[src/hdl/adcseq_map.vh]
// Constants of the converter mode sequencer: codes, field positions,
// reset values and timing figures. Definitions only.
`ifndef ADCSEQ_MAP_VH
`define ADCSEQ_MAP_VH

// ---------------------------------------------------------------
// Clock and timing
// ---------------------------------------------------------------
`define ADCSEQ_CLK_MHZ        250
`define ADCSEQ_OSC_WAKE_US    1000
`define ADCSEQ_TADC_US        16000
`define ADCSEQ_ONES_RESET     6'h20

// ---------------------------------------------------------------
// Register selects (3-bit field of the command byte)
// ---------------------------------------------------------------
`define ADCSEQ_RS_STATUS      3'h0
`define ADCSEQ_RS_MODE        3'h1
`define ADCSEQ_RS_CONFIG      3'h2
`define ADCSEQ_RS_DATA        3'h3

// ---------------------------------------------------------------
// Command byte layout and special commands
// ---------------------------------------------------------------
`define ADCSEQ_CMD_WEN_BIT    7
`define ADCSEQ_CMD_RD_BIT     6
`define ADCSEQ_CMD_RS_HI      5
`define ADCSEQ_CMD_RS_LO      3
`define ADCSEQ_CMD_CREAD_BIT  2
`define ADCSEQ_CMD_CREAD_ON   8'h5c
`define ADCSEQ_CMD_CREAD_OFF  8'h58

// ---------------------------------------------------------------
// Mode register: operating_mode_field in bits 15:13
// ---------------------------------------------------------------
`define ADCSEQ_MODE_MD_HI     15
`define ADCSEQ_MODE_MD_LO     13
`define ADCSEQ_MD_CONT        3'h0
`define ADCSEQ_MD_SINGLE      3'h1
`define ADCSEQ_MODE_RST       16'h000a

// ---------------------------------------------------------------
// Config register: polarity bit 12, gain_select_field 10:8, buffer 4
// ---------------------------------------------------------------
`define ADCSEQ_CFG_UNI_BIT    12
`define ADCSEQ_CFG_GAIN_HI    10
`define ADCSEQ_CFG_GAIN_LO    8
`define ADCSEQ_CFG_BUF_BIT    4
`define ADCSEQ_CFG_RST        16'h0710
`define ADCSEQ_GAIN_X4        3'h2

// ---------------------------------------------------------------
// Status register: ready flag bit 7 (low = word waiting), width bit 3
// ---------------------------------------------------------------
`define ADCSEQ_STAT_RDY_BIT   7
`define ADCSEQ_STAT_W24_BIT   3

`endif

[src/hdl/adcseq_top.v]
// Converter mode sequencer: serial port, conversion timing, ready flag,
// continuous read and analog front-end enables.
// Assumes a host as serial master (clock idles high, data sampled on the
// rising edge) and a filter that presents a settled sample on raw_sample.
//
// Summary of operation
// - Single mode code powers up, runs exactly one conversion, returns to shutdown.
// - Oscillator gets 1 ms wake time before a conversion started from shutdown.
// - A single conversion lasts two output-rate periods.
// - Ready falls on completion, rises when data word read, stays high after.
// - Outside continuous read the data word can be reread unchanged.
// - After power-up, conversions run continuously with no configuration.
// - Continuous mode clears status ready bit per conversion; pin follows with select.
// - Data read shifts word out on first clocks; ready rises at read end.
// - Command 01011100 streams each new word automatically; host keeps continuous mode.
// - Continuous read: each word read once; ready high until next word.
// - Unfinished continuous read is abandoned and the new word loaded.
// - Continuous read still watches data input; 32 ones reset everything.
// - Buffer bit selects buffering; forced on for gains above 2.
// - Gains 4 and up enable the amplifier; gains 1, 2 are digital.
// - Three-bit gain field picks one of eight gains up to 128.
// - Polarity bit selects unipolar or bipolar range.
// - Unipolar result is straight binary.
// - Bipolar result is offset binary.
// - Word width is 16 or 24 bits per variant.
// - Ready rises before the data register is updated.
`timescale 1ns/1ns
`include "adcseq_map.vh"
module adcseq_top #(
	parameter        DW           = 24,
	parameter [31:0] OSC_WAKE_CYC = `ADCSEQ_OSC_WAKE_US * `ADCSEQ_CLK_MHZ,
	parameter [31:0] TADC_CYC     = `ADCSEQ_TADC_US * `ADCSEQ_CLK_MHZ
) (
	// Clock and reset
	input  wire          core_clk,
	input  wire          sys_rst,
	// Serial pins
	input  wire          sclk,
	input  wire          cs_n,
	input  wire          din,
	output reg           dout,
	output reg           dout_oe,
	// Converter sample
	input  wire [DW-1:0] raw_sample,
	// Front-end controls
	output reg           osc_on,
	output reg           conv_busy,
	output reg           buf_en,
	output reg           inamp_en,
	output reg  [2:0]    gain_select_field,
	output reg           unipolar
);
	// ---------------------------------------------------------------
	// States
	// ---------------------------------------------------------------
	localparam [1:0] S_CMD = 2'h0;
	localparam [1:0] S_WR  = 2'h1;
	localparam [1:0] S_RD  = 2'h2;
	localparam [1:0] C_OFF  = 2'h0;
	localparam [1:0] C_WAKE = 2'h1;
	localparam [1:0] C_CONV = 2'h2;
	localparam [4:0] LEN_REG  = 5'd16;
	localparam [4:0] LEN_STAT = 5'd8;
	localparam [4:0] LEN_DATA = DW[4:0];

	// ---------------------------------------------------------------
	// Pin synchronisers and edges
	// ---------------------------------------------------------------
	wire       sclk_q;
	wire       cs_n_q;
	wire       din_q;
	reg        sclk_d_r;
	reg        ones_rst_r;
	wire       srst = sys_rst | ones_rst_r;

	adcseq_sync #(.W(2), .INIT(1'b1)) u_sync_hi (
		.clk  (core_clk),
		.srst (sys_rst),
		.d    ({sclk, cs_n}),
		.q    ({sclk_q, cs_n_q})
	);

	adcseq_sync #(.W(1), .INIT(1'b0)) u_sync_din (
		.clk  (core_clk),
		.srst (sys_rst),
		.d    (din),
		.q    (din_q)
	);

	wire sel    = ~cs_n_q;
	wire sc_ris = sel & sclk_q & ~sclk_d_r;
	wire sc_fal = sel & ~sclk_q & sclk_d_r;

	// ---------------------------------------------------------------
	// State registers
	// ---------------------------------------------------------------
	reg [1:0]    sst_r;
	reg [4:0]    bitcnt_r;
	reg [4:0]    len_r;
	reg [2:0]    rs_r;
	reg [7:0]    cmd_sh_r;
	reg [15:0]   wr_sh_r;
	reg [DW-1:0] out_sh_r;
	reg          started_r;
	reg [5:0]    ones_r;
	reg          cread_r;
	reg [15:0]   mode_r;
	reg [15:0]   cfg_r;
	reg [DW-1:0] data_r;
	reg          rdy_n_r;
	reg          mode_wr_r;
	reg [1:0]    cst_r;
	reg [31:0]   cnt_r;
	reg          single_r;
	reg          conv_done_r;
	reg          upd_pend_r;
	wire [DW-1:0] code;

	wire [2:0] md   = mode_r[`ADCSEQ_MODE_MD_HI:`ADCSEQ_MODE_MD_LO];
	wire [2:0] gain = cfg_r[`ADCSEQ_CFG_GAIN_HI:`ADCSEQ_CFG_GAIN_LO];
	wire [7:0] cmd_byte = {cmd_sh_r[6:0], din_q};
	wire [7:0] status = {rdy_n_r, 3'h0, (DW == 24) ? 1'b1 : 1'b0, 3'h0};
	wire data_busy = (sst_r == S_RD) && (rs_r == `ADCSEQ_RS_DATA) && !cread_r;

	// ---------------------------------------------------------------
	// Output code former
	// ---------------------------------------------------------------
	adcseq_fmt #(.DW(DW)) u_fmt (
		.clk      (core_clk),
		.srst     (srst),
		.unipolar (cfg_r[`ADCSEQ_CFG_UNI_BIT]),
		.gain_x2  (gain == 3'h1),
		.raw      (raw_sample),
		.code_r   (code)
	);

	// ---------------------------------------------------------------
	// Ones run detector: 32 ones clocked in reset the whole block
	// ---------------------------------------------------------------
	always @(posedge core_clk) begin
		if (srst) begin
			ones_r     <= 6'h00;
			ones_rst_r <= 1'b0;
			sclk_d_r   <= 1'b1;
		end else begin
			sclk_d_r <= sclk_q;
			if (sc_ris) begin
				ones_r <= din_q ? ones_r + 6'h01 : 6'h00;
				ones_rst_r <= din_q && (ones_r == `ADCSEQ_ONES_RESET - 6'h01);
			end
		end
	end

	// ---------------------------------------------------------------
	// Serial engine
	// ---------------------------------------------------------------
	always @(posedge core_clk) begin
		if (srst) begin
			sst_r     <= S_CMD;
			bitcnt_r  <= 5'h00;
			len_r     <= LEN_REG;
			rs_r      <= `ADCSEQ_RS_STATUS;
			cmd_sh_r  <= 8'h00;
			wr_sh_r   <= 16'h0000;
			out_sh_r  <= {DW{1'b0}};
			started_r <= 1'b0;
			cread_r   <= 1'b0;
			mode_r    <= `ADCSEQ_MODE_RST;
			cfg_r     <= `ADCSEQ_CFG_RST;
			mode_wr_r <= 1'b0;
		end else begin
			mode_wr_r <= 1'b0;
			if (cread_r && sc_ris) begin
				cmd_sh_r <= cmd_byte;
				if (cmd_byte == `ADCSEQ_CMD_CREAD_OFF && !rdy_n_r) begin
					cread_r <= 1'b0;
				end
			end
			if (cread_r && upd_pend_r) begin
				out_sh_r  <= code;
				rs_r      <= `ADCSEQ_RS_DATA;
				len_r     <= LEN_DATA;
				bitcnt_r  <= 5'h00;
				started_r <= 1'b0;
				sst_r     <= S_RD;
			end else if (cs_n_q) begin
				bitcnt_r  <= 5'h00;
				started_r <= 1'b0;
				if (!cread_r) begin
					sst_r <= S_CMD;
				end
			end else begin
				case (sst_r)
				S_CMD: begin
					if (sc_ris && !cread_r) begin
						cmd_sh_r <= cmd_byte;
						bitcnt_r <= bitcnt_r + 5'h01;
						if (bitcnt_r == 5'h07) begin
							bitcnt_r  <= 5'h00;
							started_r <= 1'b0;
							rs_r <= cmd_byte[`ADCSEQ_CMD_RS_HI:`ADCSEQ_CMD_RS_LO];
							if (cmd_byte[`ADCSEQ_CMD_WEN_BIT]) begin
								sst_r <= S_CMD;
							end else if (cmd_byte == `ADCSEQ_CMD_CREAD_ON) begin
								cread_r <= 1'b1;
							end else if (cmd_byte[`ADCSEQ_CMD_RD_BIT]) begin
								sst_r <= S_RD;
								case (cmd_byte[`ADCSEQ_CMD_RS_HI:`ADCSEQ_CMD_RS_LO])
								`ADCSEQ_RS_STATUS: begin
									len_r    <= LEN_STAT;
									out_sh_r <= {status, {(DW-8){1'b0}}};
								end
								`ADCSEQ_RS_MODE: begin
									len_r    <= LEN_REG;
									out_sh_r <= {mode_r, {(DW-16){1'b0}}};
								end
								`ADCSEQ_RS_CONFIG: begin
									len_r    <= LEN_REG;
									out_sh_r <= {cfg_r, {(DW-16){1'b0}}};
								end
								`ADCSEQ_RS_DATA: begin
									len_r    <= LEN_DATA;
									out_sh_r <= data_r;
								end
								default: begin
									len_r    <= LEN_STAT;
									out_sh_r <= {DW{1'b0}};
								end
								endcase
							end else if (cmd_byte[`ADCSEQ_CMD_RS_HI:`ADCSEQ_CMD_RS_LO]
								== `ADCSEQ_RS_MODE
								|| cmd_byte[`ADCSEQ_CMD_RS_HI:`ADCSEQ_CMD_RS_LO]
								== `ADCSEQ_RS_CONFIG) begin
								len_r <= LEN_REG;
								sst_r <= S_WR;
							end
						end
					end
				end
				S_WR: begin
					if (sc_ris) begin
						wr_sh_r  <= {wr_sh_r[14:0], din_q};
						bitcnt_r <= bitcnt_r + 5'h01;
						if (bitcnt_r == len_r - 5'h01) begin
							bitcnt_r <= 5'h00;
							sst_r    <= S_CMD;
							if (rs_r == `ADCSEQ_RS_MODE) begin
								mode_r    <= {wr_sh_r[14:0], din_q};
								mode_wr_r <= 1'b1;
							end else begin
								cfg_r <= {wr_sh_r[14:0], din_q};
							end
						end
					end
				end
				S_RD: begin
					if (sc_fal && started_r) begin
						out_sh_r <= {out_sh_r[DW-2:0], 1'b0};
					end
					if (sc_ris) begin
						started_r <= 1'b1;
						bitcnt_r  <= bitcnt_r + 5'h01;
						if (bitcnt_r == len_r - 5'h01) begin
							bitcnt_r <= 5'h00;
							sst_r    <= S_CMD;
						end
					end
				end
				default: begin
					sst_r <= S_CMD;
				end
				endcase
			end
		end
	end

	wire rd_done = sc_ris && (sst_r == S_RD) && (rs_r == `ADCSEQ_RS_DATA)
		&& (bitcnt_r == len_r - 5'h01) && !cs_n_q;

	// ---------------------------------------------------------------
	// Conversion sequencer
	// ---------------------------------------------------------------
	always @(posedge core_clk) begin
		if (srst) begin
			cst_r       <= C_CONV;
			cnt_r       <= 32'h0;
			single_r    <= 1'b0;
			conv_done_r <= 1'b0;
		end else begin
			conv_done_r <= 1'b0;
			if (mode_wr_r) begin
				cnt_r    <= 32'h0;
				single_r <= (md == `ADCSEQ_MD_SINGLE);
				if (md == `ADCSEQ_MD_SINGLE || md == `ADCSEQ_MD_CONT) begin
					cst_r <= (cst_r == C_OFF) ? C_WAKE : C_CONV;
				end else begin
					cst_r <= C_OFF;
				end
			end else begin
				case (cst_r)
				C_OFF: begin
					cnt_r <= 32'h0;
				end
				C_WAKE: begin
					cnt_r <= cnt_r + 32'h1;
					if (cnt_r >= OSC_WAKE_CYC - 32'h1) begin
						cnt_r <= 32'h0;
						cst_r <= C_CONV;
					end
				end
				C_CONV: begin
					cnt_r <= cnt_r + 32'h1;
					if ((single_r && cnt_r >= {TADC_CYC[30:0], 1'b0} - 32'h1)
						|| (!single_r && cnt_r >= TADC_CYC - 32'h1)) begin
						cnt_r       <= 32'h0;
						conv_done_r <= 1'b1;
						if (single_r) begin
							cst_r <= C_OFF;
						end
					end
				end
				default: begin
					cst_r <= C_OFF;
				end
				endcase
			end
		end
	end

	// ---------------------------------------------------------------
	// Data register and ready flag
	// ---------------------------------------------------------------
	always @(posedge core_clk) begin
		if (srst) begin
			data_r     <= {DW{1'b0}};
			rdy_n_r    <= 1'b1;
			upd_pend_r <= 1'b0;
		end else begin
			upd_pend_r <= 1'b0;
			if (conv_done_r && !data_busy) begin
				rdy_n_r    <= 1'b1;
				upd_pend_r <= 1'b1;
			end else if (upd_pend_r) begin
				data_r  <= code;
				rdy_n_r <= 1'b0;
			end else if (rd_done) begin
				rdy_n_r <= 1'b1;
			end
		end
	end

	// ---------------------------------------------------------------
	// Registered outputs
	// ---------------------------------------------------------------
	always @(posedge core_clk) begin
		if (srst) begin
			dout              <= 1'b1;
			dout_oe           <= 1'b0;
			osc_on            <= 1'b1;
			conv_busy         <= 1'b0;
			buf_en            <= 1'b1;
			inamp_en          <= 1'b1;
			gain_select_field <= 3'h7;
			unipolar          <= 1'b0;
		end else begin
			dout      <= (sst_r == S_RD) ? out_sh_r[DW-1] : rdy_n_r;
			dout_oe   <= sel;
			osc_on    <= (cst_r != C_OFF);
			conv_busy <= (cst_r == C_CONV);
			buf_en    <= cfg_r[`ADCSEQ_CFG_BUF_BIT] | (gain >= `ADCSEQ_GAIN_X4);
			inamp_en  <= (gain >= `ADCSEQ_GAIN_X4);
			gain_select_field <= gain;
			unipolar  <= cfg_r[`ADCSEQ_CFG_UNI_BIT];
		end
	end
endmodule

[src/hdl/adcseq_sync.v]
// Pin input synchroniser: three flops per bit, output follows once
// the second and third flop agree. Inputs are asynchronous to clk.
`timescale 1ns/1ns
module adcseq_sync #(
	parameter W    = 1,
	parameter INIT = 1'b0
) (
	// Clock and reset
	input  wire         clk,
	input  wire         srst,
	// Pins and filtered levels
	input  wire [W-1:0] d,
	output reg  [W-1:0] q
);
	reg [W-1:0] s1_r;
	reg [W-1:0] s2_r;
	reg [W-1:0] s3_r;
	integer i;

	always @(posedge clk) begin
		if (srst) begin
			s1_r <= {W{INIT}};
			s2_r <= {W{INIT}};
			s3_r <= {W{INIT}};
			q    <= {W{INIT}};
		end else begin
			s1_r <= d;
			s2_r <= s1_r;
			s3_r <= s2_r;
			for (i = 0; i < W; i = i + 1) begin
				if (s2_r[i] == s3_r[i]) begin
					q[i] <= s3_r[i];
				end
			end
		end
	end
endmodule

[src/hdl/adcseq_fmt.v]
// Output code former: digital gain of two, saturation and code format.
// Raw input is unsigned in unipolar, two's complement in bipolar.
`timescale 1ns/1ns
module adcseq_fmt #(
	parameter DW = 24
) (
	// Clock and reset
	input  wire          clk,
	input  wire          srst,
	// Settings
	input  wire          unipolar,
	input  wire          gain_x2,
	// Sample in, formatted code out
	input  wire [DW-1:0] raw,
	output reg  [DW-1:0] code_r
);
	reg [DW-1:0] scaled;

	always @* begin
		scaled = raw;
		if (gain_x2) begin
			if (unipolar) begin
				scaled = raw[DW-1] ? {DW{1'b1}} : {raw[DW-2:0], 1'b0};
			end else if (raw[DW-1] != raw[DW-2]) begin
				scaled = {raw[DW-1], {(DW-1){~raw[DW-1]}}};
			end else begin
				scaled = {raw[DW-2:0], 1'b0};
			end
		end
	end

	always @(posedge clk) begin
		if (srst) begin
			code_r <= {DW{1'b0}};
		end else if (unipolar) begin
			code_r <= scaled;
		end else begin
			code_r <= {~scaled[DW-1], scaled[DW-2:0]};
		end
	end
endmodule

[config.mk]
export PLATFORM = sky130hd
export DESIGN_NAME = adcseq_top
export DESIGN_NICKNAME = d
export VERILOG_FILES = /design/src/hdl/adcseq_top.v /design/src/hdl/adcseq_sync.v /design/src/hdl/adcseq_fmt.v
export VERILOG_INCLUDE_DIRS = /design/src /design/src/hdl
export SDC_FILE = /design/constraint.sdc
export NUM_CORES = 1
export LEC_CHECK = 0
export ABC_AREA = 0
export BUFFER_PORTS_ARGS = -buffer_cell sky130_fd_sc_hd__buf_2
export CAP_MARGIN = 40
export CORE_MARGIN = 2
export CORE_UTILIZATION = 61
export CTS_CLUSTER_SIZE = 30
export DETAILED_ROUTE_END_ITERATION = 10
export GPL_TIMING_DRIVEN = 0
export PLACE_DENSITY_LB_ADDON = 0.3
export SETUP_SLACK_MARGIN = 0.2
export SKIP_LAST_GASP = 1
export SLEW_MARGIN = 5
export SYNTH_ARGS = -nofsm -noshare
export SYNTH_HDL_FRONTEND = slang
export SYNTH_HIERARCHICAL = 1
export SYNTH_SLANG_ARGS = --single-unit
[constraint.sdc]
create_clock -name core_clk -period 4.6 [get_ports core_clk]
set_clock_uncertainty 0.05 [all_clocks]
set_input_delay 1.15 -clock core_clk [delete_from_list [all_inputs] [get_ports core_clk]]
set_output_delay 1.15 -clock core_clk [all_outputs]
set_load 0.005 [all_outputs]
## After elaboration in Yosys (flattened, before gate mapping)

Cells that the tools add are included.

| cells by class | value |
|---|---|
| $add $sub $neg | 4 |
| $lt $le $gt $ge | 4 |
| equal/unequal tests | 51 |
| mux-type cells | 82 |
| bitwise logic cells | 20 |
| reductions and logical operators | 60 |

Operators with widths:

| operator | count |
|---|---|
| two-way mux 24 bit | 13 |
| case mux 24 bit (4 select lines) | 1 |
| case mux 32 bit (3 select lines) | 1 |
| two-way mux 32 bit | 2 |
| case mux 24 bit (2 select lines) | 1 |
| two-way mux 2 bit | 22 |
| two-way mux 8 bit | 5 |
| adder 32 x 1 -> 32 bit (second input constant) | 1 |
| greater-or-equal comparator 32 x 18 -> 1 bit (second input constant) | 1 |
| greater-or-equal comparator 32 x 22 -> 1 bit (second input constant) | 1 |
| greater-or-equal comparator 32 x 23 -> 1 bit (second input constant) | 1 |
| two-way mux 5 bit | 6 |
| != test 3 bit (second input constant) | 10 |
| two-way mux 4 bit | 7 |
| AND reduction 7 bit | 4 |
| case mux 5 bit (2 select lines) | 2 |
| AND reduction 4 bit | 5 |
| two-way mux 1 bit | 18 |
| == test 8 x 7 -> 1 bit (second input constant) | 2 |
| nonzero test 2 bit | 8 |
| logical AND 1 bit | 15 |
| != test 2 bit (second input constant) | 7 |
| inverter 1 bit | 14 |
| == test 3 x 1 -> 1 bit (second input constant) | 4 |
| 37 further kinds | 70 |

| word-level totals | value |
|---|---|
| register bits | 213 |
| output and inout bits | 10 |
| word-level logic and storage cells | 264 |

## Depth between registers and ports, before layout

| depth | value |
|---|---|
| depth in word-level cells | 12 |
| depth in mapped cells | 11 |
| depth with buffers taken out | 9 |

## Modules after synthesis

The synthesis kept the hierarchy.

By module, submodules not included:

| module | times used | cells each | area an instance (µm²) | seq. area each (µm²) |
|---|---|---|---|---|
| adcseq_top | 1 | 924 | 7937.6 | 3463.3 |
| adcseq_fmt | 1 | 113 | 1073.5 | 480.5 |
| adcseq_sync at u_sync_hi | 1 | 20 | 230.2 | 160.2 |
| adcseq_sync at u_sync_din | 1 | 10 | 112.6 | 80.1 |

## Worst setup path before layout

Ideal clock, no wire load.

| path | value |
|---|---|
| path type | in2reg |
| start | input port sys_rst |
| end | register u_fmt.code_r[10] |
| setup time | 0.146 ns |
| arrival time | 2.428 ns |
| path slack | 1.976 ns |
| stages | 6 |
| cells stage by stage | nor2_1 inv_1 clkbuf_1 clkbuf_1 clkbuf_1 a211oi_2 |

| on the way | value |
|---|---|
| longest elaborated chain between the ends | 1 |

Ends and longest elaborated chain:

| element | line | text |
|---|---|---|
| start: declaration | adcseq_top.v:36 | `input wire sys_rst,` |
| bitwise OR 1 bit | adcseq_top.v:74 | `wire srst = sys_rst \| ones_rst_r;` |
| via srst | adcseq_top.v:74 |  |
| end signal: assignment | adcseq_fmt.v:34 | `code_r <= {DW{1'b0}};` |
| end signal: assignment | adcseq_fmt.v:36 | `code_r <= scaled;` |
| end signal: assignment | adcseq_fmt.v:38 | `code_r <= {~scaled[DW-1], scaled[DW-2:0]};` |
| end: declaration | adcseq_fmt.v:15 | `output reg [DW-1:0] code_r` |

The timed path passes the listed nets, and every way through them passes these cells.
A chain may end at the register's enable or synchronous reset.

## Worst setup path after layout

| path | value |
|---|---|
| start | input port sys_rst |
| end | register u_fmt.code_r[20] |

The elaborated chain is that of the path after synthesis.

==> metrics.yaml <==
route.detailed.vias_per_inst: 5.983
fillers: 1213
powerDensity_mw_per_mm2: 368.3
grt.met3_usage: 0.03422
final_hold_viol_count: 0
drc_errors: 0
accumulated_negative_setup_slack_ps: 0
ys.warnings.count: 6
synthCells: 1067
netlist_area_sq_mm: 0.009354
pre_antenna_drt_iters: 6
antenna_found_initial: 0
worst_pin_slew_ps: 891.9
dr.first_iter.drc_count: 594
path_class: "input port to flip-flop"
global_route.peak_usage_layer: "met2"
multi_input_area_sq_mm: 0.004750
max-cap-violations: 0
postRouteWirelength_mm: 23.30
power.static_leakage_nw: 4.155
holdCritPathClass: "flip-flop to flip-flop"
launching_element_type_of_the_critical_path: "input port"
setup_viol: 0
syn_to_final_growth_pct: 13.13
clk_buf_depth: 3
period_minus_slack_ps: 3144
placed_cell_area_sq_mm: 0.009791
register_area_sq_mm: 0.004184
root_buffer: "clkbuf_16"
first_pass_grt_wire_length_mm: 37.66
h-tree-depth: 1
post_route_hold_slack_ps: 354.0
critPathRequiredTime_ps: 4900
globalRouteOverflowTotal: 0
syn_area_per_cell_sq_um: 8.767
slew_violations: 0
cp.arrival_ps: 3440
numClockSinks: 209
worst_setup_hold_path_clk_slew_ps: 60
finalInstanceArea_sq_mm: 0.01058
async_reset_ff_frac: 0
dp_hpwl_mm: 16.17
port-buffer-count: 38
ctsResizeCount: 0
number_of_nets_at_the_end_of_the_flow: 1172
globalRouteMet1Util: 0.3717
dr_total_vias: 7976
ir_worst_vdd_uv: 314.1
via_count_of_the_first_global_routing_pass: 7454
final_cell_count_no_fill: 1333
report.power.total_mw: 3.898
ant_nets: 0
grt_start_max_net_pins: 19
rsz0062_at_grt: "false"
postCtsHoldBufs: 0
syn_nets: 1109
synth-edff-count: 0
die_w_um: 127.8
grtUsageTotal: 0.2821
gp_congestion: 0.9207
dp_slack_ps: 1011
final_critical_path_setup_slack_ps: 1456
max_slew_margin: 0.4054
ys_seq_area_frac: 0.4473
cts_tree: "built"
detail_route.wl_per_cell_um: 17.48
floorplan.initialDensity: 0.6199
end_kind: "flip-flop"
place.detailed.instances: 1294
layout_worst_path_cycle_share: 0.6834
layout-drive-gt1-share: 0.1371
num_antenna_cells: 0
die-height_um: 127.8
io_pins: 39
final_core_util: 0.7013
synth_cell_types: 68
number_of_core_rows: 45
critPathMaxFanout: 18
cts_post_setup_buffers_inserted: 0
coreArea_sq_mm: 0.01509
worst_skew_pair.late_latency_ps: 500
cts_made_buffers: 22
postSynthRegisterBits: 209
groute.layer.met2.usage: 0.4788
fmaxAchievable_mhz: 318.1
run_status: "finished clean"
fp.dieArea_sq_mm: 0.01634
synth_flop_cell: "dfxtp_1"
==> cells by family (layout without fill, tap and decap cells) <==
kind of cell / count (synthesis) / in the layout / share of synthesized area
AO/OA/AOI/OAI: 223 / 223 / 0.1695
multiplexers: 63 / 63 / 0.07063
flip-flops: 209 / 209 / 0.4473
AND/OR/NAND/NOR: 446 / 446 / 0.2306
adder cells (fa/ha/maj): 13 / 13 / 0.01739
buffers and inverters: 92 / 170 / 0.04494
XOR/XNOR: 21 / 21 / 0.01966
==> critical path, stage by stage <==
cell and delay, ps:
buf_2 240, nor2_1 180, inv_1 110, clkbuf_1 490, clkbuf_1 380, buf_6 230
clkbuf_1 550, a211oi_2 100
==> final timing paths <==
path	to	slack, ps	cells past startpoint	start
worst min-delay path	u_sync_hi/s2_r[1]$_SDFF_PP1_	350	1	u_sync_hi/s1_r[1]$_SDFF_PP1_
worst min register to register	u_sync_hi/s2_r[1]$_SDFF_PP1_	350	1	u_sync_hi/s1_r[1]$_SDFF_PP1_
worst max register to register	cnt_r[12]$_SDFFE_PP0P_	1670	10	cnt_r[0]$_SDFFE_PP0P_
worst max-delay path	u_fmt/code_r[20]$_SDFF_PP0_	1460	8	sys_rst
==> power breakdown <==
group          total (mW)  switching (mW)  internal [mW]  leakage, nW
registers            1.85          0.0156           1.83         1.69
clock network        1.92           0.719           1.20        0.394
logic               0.136          0.0932         0.0430         2.07
==> layout by cell type, fill, tap and decap left out, drive strengths merged, types with 5 or more instances in the layout <==
cell type  count
buf           55
or2            8
or3            8
nand4         12
and2           5
a211oi        32
ha            13
nand2        149
a22o          18
nor3          35
nor4           5
o31ai         10
clkinv         6
mux2i         48
nand2b         7
mux2          14
a221oi        15
and3          28
a31oi          8
nand3         17
dfxtp        209
o21ai         20
nor2         144
nor2b          7
inv           18
clkbuf        86
a21oi         90
xor2           8
xnor2         13
==> synthesized netlist by cell type (all sizes together), types with 5 or more instances <==
library cell	n	area (sq um)
nand3	17	85.08
xor2	8	70.07
clkbuf	58	217.7
or3	8	50.05
nor2b	7	43.79
a31oi	8	50.05
dfxtp	209	4184
and3	28	175.2
a221oi	15	131.4
ha	13	162.7
nand2b	7	51.30
a21oi	90	454.2
nand4	12	75.07
a211oi	32	340.3
nor2	144	540.5
mux2	14	157.7
o31ai	10	75.07
a22o	18	157.7
inv	18	67.56
nor3	35	290.3
o21ai	20	100.1
or2	8	50.05
xnor2	13	113.9
nand2	149	559.3
mux2i	48	480.5
nor4	5	31.28
buf	16	135.1
and2	5	31.28
==> state kept, by name, summed over array words and instances (netlist names), 2 cells and up <==
register           count
sst_r                  2
u_sync_hi/q            2
ones_r                 6
cnt_r                 32
u_sync_hi/s2_r         2
cmd_sh_r               7
gain_select_field      3
u_fmt/code_r          24
out_sh_r              24
wr_sh_r               15
mode_r                16
len_r                  2
cfg_r                 16
rs_r                   3
u_sync_hi/s1_r         2
bitcnt_r               5
u_sync_hi/s3_r         2
cst_r                  2
data_r                24
==> layer usage <==
metal / vias to the layer above / wire length (um) / part of all wire
li1: 3874 / - / -
met1: 3768 / 10150 / 0.44
met2: 281 / 11170 / 0.48
met3: 53 / 1217 / 0.052
met4: 0 / 756 / 0.032
met5: - / 0 / 0
==> final cells by class <==
type / instances / share of cell area
repair buffers: 39 / 0.01904
inverters: 18 / 0.006385
plain buffers: 74 / 0.03334
well taps: 188 / 0.02223
clock inverters: 11 / 0.01490
flip-flops and latches: 209 / 0.3954
multi-input cells: 766 / 0.4488
clock buffers: 28 / 0.05994
(Power assumes the default switching activity.)
